===== src/verilog/socw_pkg.sv =====
package socw_pkg;
  // Register indices as printed; byte address is four times the index
  localparam logic [7:0] IDX_SCRATCH = 8'h17;
  localparam logic [7:0] IDX_FAULT_EN = 8'h18;
  localparam logic [7:0] IDX_NIB_CFG = 8'h19;
  localparam logic [7:0] IDX_MASK = 8'h1a;
  localparam logic [7:0] IDX_COMMON = 8'h1e;
  localparam logic [7:0] IDX_CTRL = 8'h40;
  localparam logic [7:0] IDX_STATUS = 8'h41;
  localparam logic [7:0] IDX_TURNS = 8'h42;
  localparam logic [7:0] IDX_DUTY = 8'h43;

  localparam logic [31:0] RST_WORD = 32'h0000_0000;
  localparam int W24 = 24;
  localparam int W26 = 26;

  // Common word fields
  localparam int COM_LOCK_LSB = 20;
  localparam int UNLOCK_FREE_WRITE_ENABLE_BIT = 17;
  localparam int LOCK_WRITE_OVERRIDE_BIT = 16;

  // Fault enable word
  localparam int FE_TOV_BIT = 12;
  localparam int FE_OFS_LSB = 13;
  localparam int OFS_W = 11;

  // Nibble config fields
  localparam int NC_FA = 0;
  localparam int NC_XA = 1;
  localparam int NC_ZS = 2;
  localparam int NC_NS = 3;
  localparam int NC_SCN_LSB = 4;
  localparam int NC_CIS = 7;
  localparam int NC_DATA_LSB = 8;
  localparam int NC_MODE_LSB = 12;
  localparam int NC_SM = 15;
  localparam int NC_TICK_LSB = 16;
  localparam int NC_SS = 23;
  localparam int NC_HIGHEST_SLOT_ID_LSB = 24;
  localparam logic [6:0] TICK_MIN = 7'h02;

  // Control word fields
  localparam int CT_PEN = 0;
  localparam int CT_PEO = 1;
  localparam int CT_PES = 2;
  localparam int CT_DM = 3;
  localparam int CT_SPO = 4;
  localparam int CT_CUL = 5;

  // Duty codes in units of 1/160 of the period: 5% steps of 5.625%
  localparam logic [7:0] DUTY_BASE = 8'h08;
  localparam logic [7:0] DUTY_STEP = 8'h09;

  typedef enum logic [2:0] {
    SOCW_OFF, SOCW_STREAM, SOCW_STREAM_PAUSE, SOCW_TRIG_LATE,
    SOCW_TRIG_EDGE, SOCW_ASYNC, SOCW_SHARED, SOCW_SHARED_LONG
  } socw_mode_t;
endpackage


===== src/verilog/socw_regs.sv =====
// Local design decision: the APB interface to the registers.
`timescale 1ns/1ns
// Summary of operation
// - Scratch word writable while memory locked
// - Scratch writable without unlock when permitted
// - Watchdog 5%, uncorrectable 10.625% fault duty
// - Selftest 16.25%, PLL unlock 21.875% duty
// - Zero-cross 27.5%, averaging 33.125% duty
// - Undervoltage 38.75%, field low 44.375% duty
// - Soft memory 50%, saturation 55.625% duty
// - Field high 61.25%, temperature 66.875% duty
// - Turns overflow 72.5% duty when enabled
// - Offset added to zero-cross angle for turns
// - Pulse addressing versus broadcast select bits
// - Skip sample-hold; hold in slot zero
// - Status nibble filled per 3-bit layout
// - CRC covers status nibble when set
// - Data nibble content per 4-bit mode
// - Output mode selects nibble behaviour
// - PWM enable wins, nibble output off
// - Manchester active when both outputs off and CT_DM, CT_SPO clear
// - Slot marking delay and slot sync
// - Tick length in clocks, minimum two
// - Slot counter wraps after highest ID
// - Mask bits hide matching errors
// - Fault select halves carrier or tristates
module socw_regs
  import socw_pkg::*;
(
  input  wire logic        pclk,
  input  wire logic        presetn,
  input  wire logic        psel,
  input  wire logic        penable,
  input  wire logic        pwrite,
  input  wire logic [11:0] paddr,
  input  wire logic [31:0] pwdata,
  output logic      [31:0] prdata,
  output logic             pready,
  output logic             pslverr,
  input  wire logic [12:0] fault_in,
  input  wire logic [7:0]  err_in,
  input  wire logic [10:0] zero_cross_angle,
  input  wire logic        soft_flag,
  input  wire logic        hard_flag,
  input  wire logic        msg_sync,
  input  wire logic        msg_data,
  input  wire logic [1:0]  sensor_id,
  input  wire logic        slot_advance,
  output logic      [7:0]  err_visible,
  output logic      [10:0] turns_angle,
  output logic      [3:0]  status_nibble,
  output logic             crc_covers_status,
  output logic      [3:0]  data_layout,
  output logic      [2:0]  nibble_output_mode,
  output logic             nibble_active,
  output logic             pwm_active,
  output logic             pwm_half_carrier,
  output logic             pwm_tristate,
  output logic      [7:0]  pwm_fault_duty,
  output logic             manchester_active,
  output logic             sample_pulse_addressed,
  output logic             aux_pulse_addressed,
  output logic             sample_hold_en,
  output logic             hold_in_slot_zero,
  output logic             slot_marking_en,
  output logic             slot_sync_en,
  output logic      [6:0]  tick_length,
  output logic      [1:0]  slot_count
);
  logic [W24-1:0] scratch_reg, fault_en_reg, mask_reg, common_reg;
  logic [W26-1:0] nib_cfg_reg;
  logic [5:0]     ctrl_reg;
  logic [1:0]     slot_reg;
  logic [7:0]     duty_next;
  logic           fault_any;
  logic [7:0]     idx;
  logic           wr;
  logic           mapped;
  logic [2:0]     scn;
  logic           sf_or;

  function automatic logic [7:0] duty_of(input logic [3:0] n);
    duty_of = DUTY_BASE + 8'(n) * DUTY_STEP;
  endfunction

  assign idx = paddr[9:2];
  assign pready = 1'b1;
  assign wr = psel && penable && pwrite;
  assign mapped = (paddr[11:10] == 2'b00) && (paddr[1:0] == 2'b00) &&
    (idx == IDX_SCRATCH || idx == IDX_FAULT_EN || idx == IDX_NIB_CFG ||
     idx == IDX_MASK || idx == IDX_COMMON || idx == IDX_CTRL ||
     idx == IDX_STATUS || idx == IDX_TURNS || idx == IDX_DUTY);
  assign pslverr = psel && penable && !mapped;

  // Scratch ignores the lock; unlock is needed unless both permits set
  logic scratch_ok;
  assign scratch_ok = ctrl_reg[CT_CUL] ||
    (common_reg[UNLOCK_FREE_WRITE_ENABLE_BIT] && common_reg[LOCK_WRITE_OVERRIDE_BIT]);

  always_ff @(posedge pclk or negedge presetn) begin
    if (!presetn) begin
      scratch_reg <= RST_WORD[W24-1:0];
    end else if (wr && mapped && idx == IDX_SCRATCH && scratch_ok) begin
      scratch_reg <= pwdata[W24-1:0];
    end
  end

  always_ff @(posedge pclk or negedge presetn) begin
    if (!presetn) begin
      fault_en_reg <= RST_WORD[W24-1:0];
      nib_cfg_reg  <= RST_WORD[W26-1:0];
      mask_reg     <= RST_WORD[W24-1:0];
      common_reg   <= RST_WORD[W24-1:0];
      ctrl_reg     <= RST_WORD[5:0];
    end else if (wr && mapped) begin
      // Lock applies to the fault enable, nibble config and mask words only
      if (common_reg[COM_LOCK_LSB +: 4] == 4'h0) begin
        if (idx == IDX_FAULT_EN) fault_en_reg <= pwdata[W24-1:0];
        if (idx == IDX_NIB_CFG) nib_cfg_reg <= pwdata[W26-1:0];
        if (idx == IDX_MASK) mask_reg <= pwdata[W24-1:0];
      end
      if (idx == IDX_COMMON) common_reg <= pwdata[W24-1:0];
      if (idx == IDX_CTRL) ctrl_reg <= pwdata[5:0];
    end
  end

  always_comb begin
    prdata = 32'h0000_0000;
    if (psel && mapped) begin
      unique case (idx)
        IDX_SCRATCH:  prdata = {8'h00, scratch_reg};
        IDX_FAULT_EN: prdata = {8'h00, fault_en_reg};
        IDX_NIB_CFG:  prdata = {6'h00, nib_cfg_reg};
        IDX_MASK:     prdata = {8'h00, mask_reg};
        IDX_COMMON:   prdata = {8'h00, common_reg};
        IDX_CTRL:     prdata = {26'h000_0000, ctrl_reg};
        IDX_STATUS:   prdata = {20'h0_0000, pwm_half_carrier,
                                pwm_tristate, err_visible, slot_reg};
        IDX_TURNS:    prdata = {21'h00_0000, turns_angle};
        IDX_DUTY:     prdata = {24'h00_0000, pwm_fault_duty};
        default:      prdata = 32'h0000_0000;
      endcase
    end
  end

  assign err_visible = err_in & ~mask_reg[7:0];

  always_ff @(posedge pclk or negedge presetn) begin
    if (!presetn) turns_angle <= 11'h000;
    else turns_angle <= 11'(zero_cross_angle +
      fault_en_reg[FE_OFS_LSB +: OFS_W]);
  end

  // Lowest enabled fault index has highest priority
  always_comb begin
    duty_next = 8'h00;
    fault_any = 1'b0;
    for (int i = FE_TOV_BIT; i >= 0; i--) begin
      if (fault_in[i] && fault_en_reg[i]) begin
        duty_next = duty_of(4'(i));
        fault_any = 1'b1;
      end
    end
  end

  always_ff @(posedge pclk or negedge presetn) begin
    if (!presetn) pwm_fault_duty <= 8'h00;
    else pwm_fault_duty <= duty_next;
  end

  // Tristate latches until reset or the output enable is dropped
  always_ff @(posedge pclk or negedge presetn) begin
    if (!presetn) begin
      pwm_half_carrier <= 1'b0;
      pwm_tristate <= 1'b0;
    end else begin
      pwm_half_carrier <= ctrl_reg[CT_PEO] && ctrl_reg[CT_PES] &&
        fault_any;
      if (!ctrl_reg[CT_PEO]) pwm_tristate <= 1'b0;
      else if (!ctrl_reg[CT_PES] && fault_any) pwm_tristate <= 1'b1;
    end
  end

  assign nibble_output_mode = nib_cfg_reg[NC_MODE_LSB +: 3];
  assign pwm_active = ctrl_reg[CT_PEN];
  assign nibble_active = !ctrl_reg[CT_PEN] &&
    nibble_output_mode != SOCW_OFF;
  assign manchester_active = !ctrl_reg[CT_PEN] &&
    nibble_output_mode == SOCW_OFF &&
    !ctrl_reg[CT_DM] && !ctrl_reg[CT_SPO];

  assign sample_pulse_addressed = nib_cfg_reg[NC_FA];
  assign aux_pulse_addressed = nib_cfg_reg[NC_XA];
  assign sample_hold_en = !nib_cfg_reg[NC_NS];
  assign hold_in_slot_zero = nib_cfg_reg[NC_ZS];
  assign crc_covers_status = nib_cfg_reg[NC_CIS];
  assign data_layout = nib_cfg_reg[NC_DATA_LSB +: 4];

  // Slot marking only meaningful in shared-bus modes
  logic shared;
  assign shared = nibble_output_mode == SOCW_SHARED ||
    nibble_output_mode == SOCW_SHARED_LONG;
  assign slot_marking_en = shared && nib_cfg_reg[NC_SM];
  assign slot_sync_en = slot_marking_en && nib_cfg_reg[NC_SS];

  assign tick_length = (nib_cfg_reg[NC_TICK_LSB +: 7] < TICK_MIN) ?
    TICK_MIN : nib_cfg_reg[NC_TICK_LSB +: 7];

  always_ff @(posedge pclk or negedge presetn) begin
    if (!presetn) slot_reg <= 2'b00;
    else if (shared && slot_advance) begin
      if (slot_reg >= nib_cfg_reg[NC_HIGHEST_SLOT_ID_LSB +: 2]) slot_reg <= 2'b00;
      else slot_reg <= slot_reg + 2'b01;
    end
  end
  assign slot_count = slot_reg;

  assign scn = nib_cfg_reg[NC_SCN_LSB +: 3];
  assign sf_or = soft_flag | hard_flag;
  always_ff @(posedge pclk or negedge presetn) begin
    if (!presetn) status_nibble <= 4'h0;
    else begin
      unique case (scn)
        3'd0: status_nibble <= {2'b00, soft_flag, hard_flag};
        3'd1: status_nibble <= {msg_sync, msg_data, soft_flag, hard_flag};
        3'd2: status_nibble <= {sensor_id, soft_flag, hard_flag};
        3'd3: status_nibble <= {3'b000, sf_or};
        3'd4: status_nibble <= {2'b00, sensor_id};
        3'd5: status_nibble <= {msg_sync, msg_data, sensor_id};
        3'd6: status_nibble <= {soft_flag, hard_flag, sensor_id};
        3'd7: status_nibble <= {msg_sync, msg_data, 1'b0, sf_or};
      endcase
    end
  end
endmodule


===== config.mk =====
export PLATFORM = sky130hd
export DESIGN_NAME = socw_regs
export DESIGN_NICKNAME = d
export VERILOG_FILES = /design/src/verilog/socw_pkg.sv /design/src/verilog/socw_regs.sv
export SDC_FILE = /design/constraint.sdc
export NUM_CORES = 1
export LEC_CHECK = 0
export BUFFER_PORTS_ARGS = -buffer_cell sky130_fd_sc_hd__buf_4
export CORE_UTILIZATION = 59
export CTS_CLUSTER_DIAMETER = 120
export DETAILED_ROUTE_END_ITERATION = 10
export PLACE_DENSITY = 0.86
export SLEW_MARGIN = 20
export SYNTH_ARGS = -nofsm -noshare
export SYNTH_HDL_FRONTEND = slang
export SYNTH_SLANG_ARGS = --single-unit

===== constraint.sdc =====
create_clock -name pclk -period 3.45 [get_ports pclk]
set_input_delay 0.5175 -clock pclk [delete_from_list [all_inputs] [get_ports pclk]]
set_output_delay 0.5175 -clock pclk [all_outputs]
set_load 0.01 [all_outputs]

======== Yosys cells after proc, flatten, opt, wreduce, memory -nomap -nowiden ========
Cells that the tools add are included.
operators by class
  bitwise gates (word level) .............. 3
  muxes and demuxes ....................... 33
  reduce and logical (&&, ||, !) cells .... 60
  $add $sub $neg .......................... 2
  $lt $le $gt $ge ......................... 2
  equality and inequality tests ........... 19
operators with widths
  cell                                                                           count
  26-bit one-hot mux with 9 select lines                                         1
  8-bit 2-to-1 mux                                                               12
  8-bit by 5-bit == test with 1-bit output (second input constant)               5
  1-bit logical AND                                                              33
  8-bit by 7-bit == test with 1-bit output (second input constant)               4
  4-bit one-hot mux with 8 select lines                                          1
  26-bit 2-to-1 mux                                                              1
  3-bit == test (second input constant)                                          6
  1-bit 2-to-1 mux                                                               15
  7-bit 2-to-1 mux                                                               2
  11-bit adder                                                                   1
  1-bit logical OR                                                               10
  3-bit AND reduction                                                            3
  8-bit bitwise AND                                                              1
  8-bit NOT                                                                      1
  7-bit by 2-bit less-than comparator with 1-bit output (second input constant)  1
  3-bit by 2-bit == test with 1-bit output (second input constant)               2
  1-bit logical NOT                                                              6
  3-bit logical NOT                                                              2
  2-bit logical NOT                                                              2
  4-bit logical NOT                                                              1
  2-bit AND reduction                                                            2
  3-bit by 1-bit == test with 1-bit output (second input constant)               1
  3-bit nonzero test                                                             1
  5 further kinds                                                                5
word-level totals
  input bits .............................. 88
  output and inout port bits .............. 93
  register bits after elaboration ......... 155
  word-level logic and storage cells ...... 131

======== Logic depth before layout (Yosys ltp) ========
  depth after elaboration ................. 17
  mapped depth ............................ 8
  depth with buffers taken out ............ 8

======== Least setup slack after synthesis ========
No wires, ideal clock.
  kind .................................... input -> output
  from .................................... input paddr[2]
  to ...................................... output prdata[8]
  arrival ................................. 2235 ps
  cell stages on the path ................. 7
  path buffers ............................ 3
  slack ................................... 698 ps
  data required time ...................... 2932 ps
  cells stage by stage .................... clkbuf_1 -> clkbuf_1 -> buf_1 -> mux2i_1 -> o21ai_0 -> nand2_1 -> a41oi_1
between the ends
  cells in the longest elaborated chain, start to end .. 12
  elaborated cells between the ends (all ways) .. 21
  classes of those cells .................. eq/ne (9); mux (2); reduce/logical (10)
ends and longest elaborated chain
  item                                      line                               RTL
  start: declaration                        socw_regs.sv:35                    input wire logic [11:0] paddr,
  8-bit by 5-bit == test with 1-bit output  socw_regs.sv:90, socw_regs.sv:130
  1-bit logical OR (3 in a row)             socw_regs.sv:90                    (idx == IDX_SCRATCH || idx == IDX_FAULT_EN || idx == IDX_NIB_CFG ||
  1-bit logical OR (3 in a row)             socw_regs.sv:91                    idx == IDX_MASK || idx == IDX_COMMON || idx == IDX_CTRL ||
  1-bit logical OR (2 in a row)             socw_regs.sv:92                    idx == IDX_STATUS || idx == IDX_TURNS || idx == IDX_DUTY);
  1-bit logical AND                         socw_regs.sv:89                    assign mapped = (paddr[11:10] == 2'b00) && (paddr[1:0] == 2'b00) &&
  1-bit logical AND                         socw_regs.sv:129                   if (psel && mapped) begin
  26-bit 2-to-1 mux (*)                     socw_regs.sv:129
  end: declaration                          socw_regs.sv:37                    output logic [31:0] prdata,
Every way passes the cells marked *; elsewhere a longest branch is shown, timed or not.

======== Final worst setup path ========
  from .................................... input paddr[4]
  to ...................................... output prdata[24]
Same word-level chain as after synthesis.

==> impl_metrics.csv <==
group,metric,value,unit
outcome,status,"complete, no violations",
power_and_ir_drop,switching_share,0.219,
yosys,ys_seq_elements,154,
cells_and_area,seq_area,3850,um2
detailed_routing,first_pass_iters,5,
timing,rsz0062_at_grt,"false",
detailed_routing,vias_per_cell,6.51,
floorplanning,rows,42,
cells_and_area,fillCellCount,873,
power_and_ir_drop,power_frac_comb,0.070,
cells_and_area,antenna_cells,0,
clocking,cts.sinks,154,
timing,clock_skew,7.58,ps
timing,fin_crit,3120,ps
placed_design,place_inst,1042,
setup_path,cp_max_fo,19,
timing,fin_tns_setup,0,ps
clocking,clk_path_buf_depth,2,
yosys,syn_inst,726,
clocking,holdBufCountCts,0,
floorplanning,die_area,14500,um2
clocking,post_cts_buffers,0,
power_and_ir_drop,pwr-share-seq,0.438,
cells_and_area,layout-drive-gt1-share,0.416,
clocking,htree_levels,4,
worst_hold_path,hold_path_class,"in -> async",
clocking,cts_resized,0,
setup_path,path_buf_inv,3,
setup_path,path_cells,"buf_4 -> nor4b_1 -> nand2_1 -> o21ai_0 -> nand3_1 -> buf_4 -> nor4_1 -> buf_4",
detailed_routing,detail_route.wl_per_cell,22.9,um
cells_and_area,nets,986,
placed_design,gp_congestion,0.913,
setup_path,crit_arrival,2600,ps
clocking,cts-buffers-inserted,17,
setup_path,endpoint_kind,"output pin",
setup_path,cpLargestDelayFamily,"simple AND/OR/NAND/NOR gates",
floorplanning,core_region_area,13500,um2
timing,finalHoldViolations,0,
global_route,grt_pass1_wl,38400,um
setup_path,slowest_stage,"nor4b_1",
cells_and_area,areaGrowthSynthToFinish,24.9,%
timing,relSlewSlack,0.493,
clocking,cts-root-buf,"clkbuf_16",
global_route,grt_pass1_vias,7128,
cells_and_area,largest_reg_flops,26,
floorplanning,dieHeight,120,um
global_route,grt_use_total,0.355,
yosys,synth_cell_types,61,
yosys,synth_edf_count,0,
placed_design,hpwl,17400,um
setup_path,worstPathRequired,2930,ps
timing,worst_pin_slew,760,ps
setup_path,crit_top_cell,"buf_4",
floorplanning,dieWidth,120,um
power_and_ir_drop,power.leakage,5.07,nW
yosys,yosys_warnings,0,
clocking,clk_pin_slew,60,ps
power_and_ir_drop,power_switching,0.915,mW
detailed_routing,ant_nets,0,
yosys,async_flop_share,1.00,
cells_and_area,final_common_cell,"buf_4",
cells_and_area,mostFrequentLayoutCells,"buf_4 (189), dfrtp_1 (154), mux2_2 (120)",
timing,finalCritPeriodShare,0.904,
yosys,synth.avg_cell_area,11.4,um2
detailed_routing,drc,0,
detailed_routing,wirelength,24600,um
floorplanning,ios,181,
yosys,synth_seq_area_share,0.467,
cells_and_area,final_area,10300,um2
power_and_ir_drop,p_int,3.26,mW
timing,hold_ws,111,ps
global_route,gr-total-overflow,0,
global_route,grt_max_degree,81,
detailed_routing,drt-initial-drc-count,648,
power_and_ir_drop,ir_worst_vdd,0.000326,V
placed_design,place_area,9660,um2
yosys,netlist_area,8260,um2
yosys,ys.flop_type,"dfrtp_1",
clocking,clkLatencyLatePin,430,ps
run,maxCapViolCount,0,
setup_path,slowest_delay,440,ps
setup_path,cp-start-kind,"input pin",
setup_path,criticalPathCategory,"in -> out",
timing,slew_viol_final,0,
clocking,cts_tree,"yes",
cells_and_area,multi_input_area,4050,um2
power_and_ir_drop,power_density,405,nW/um2
floorplanning,start_util,0.614,
timing,setup_viol,0,
cells_and_area,finalNonFillerCells,1074,
detailed_routing,vias,6988,
power_and_ir_drop,clkPwrFrac,0.492,
power_and_ir_drop,total_power,4.18,mW
placed_design,portBuffers,166,
timing,fmax,321,MHz
global_route,antenna_found_initial,0,
-- synth_stat cells (3+ instances only) --
library cell	instances	share of area
a41oi_1	3	0.0032
clkbuf_1	26	0.012
a32o_1	6	0.0073
a21oi_1	18	0.011
nor3_1	24	0.015
buf_1	5	0.0023
nor4_1	4	0.0030
nand2b_1	9	0.0068
a22oi_1	5	0.0045
a221oi_1	13	0.014
and2_1	5	0.0038
o32ai_1	3	0.0032
dfrtp_1	154	0.47
a22o_1	5	0.0053
inv_1	18	0.0082
buf_4	17	0.015
and3_1	3	0.0023
mux2_2	120	0.16
a32oi_1	11	0.012
o21a_1	3	0.0027
xnor2_1	9	0.0095
nor2b_1	16	0.012
nor3b_1	4	0.0036
nand2_1	56	0.025
a211oi_1	5	0.0045
mux2i_1	27	0.033
a31oi_1	12	0.0091
mux2_4	20	0.036
o21ai_0	23	0.014
nor2_1	32	0.015
buf_2	6	0.0036
nand3_1	13	0.0079
ha_1	12	0.018
-- per-layer routing --
layer	global-route usage	up-vias	wire, um
met1	0.453	3451	9360
met2	0.572	498	11800
li1	-	2951	-
met3	0.0698	88	2260
met5	0	-	0
met4	0.191	0	1140
-- cell type report --
cell class                      count  area share
Clock buffer                       21      0.0446
Clock inverter                     11      0.0187
Inverter                           18     0.00655
Multi-Input combinational cell    502       0.393
Sequential cell                   154       0.374
Tap cell                          176      0.0213
Timing Repair Buffer              192       0.143
-- per-stage QoR --
stage	setup slack (ps)	utilization
final	330	0.767
after global routing	246	0.767
after CTS	405	0.767
after detailed placement	413	0.718
after global placement	389	0.718
after floorplan	698	-
-- cell families after synthesis --
kind of cell,share of synthesized area
AOI/OAI and AO/OA,0.104
buffers and inverters,0.0482
other,0.000909
xor gates and xnor gates,0.00954
DFF,0.467
muxes,0.235
and+or+nand+nor,0.115
adders and majority gates,0.0206
-- path summary, 6_finish.rpt --
kind,startpoint,cells past startpoint,to,slack (ps)
worst max register to register,common_reg[23],4,fault_en_reg[6],880
worst max-delay path,paddr[4],8,prdata[24],330
worst min register to register,common_reg[15],1,common_reg[15],510
min in group pclk,fault_in[0],2,pwm_fault_duty[4],300
worst min-delay path,presetn,1,nib_cfg_reg[8],110
max in group asynchronous,presetn,2,nib_cfg_reg[17],2460
-- power by group through the flow --
| stage | clock network [mW] | registers [mW] | logic, mW |
|---|---|---|---|
| 2_1_floorplan | 0 | 1.86 | 0.0982 |
| 3_3_place_gp | 0 | 1.86 | 0.280 |
| 3_5_place_dp | 0 | 1.86 | 0.287 |
| 4_1_cts | 2.07 | 1.83 | 0.290 |
| 5_1_grt | 2.15 | 1.83 | 0.312 |
| 6_report | 2.06 | 1.83 | 0.292 |
No activity file was read; power rests on OpenSTA's default activity.
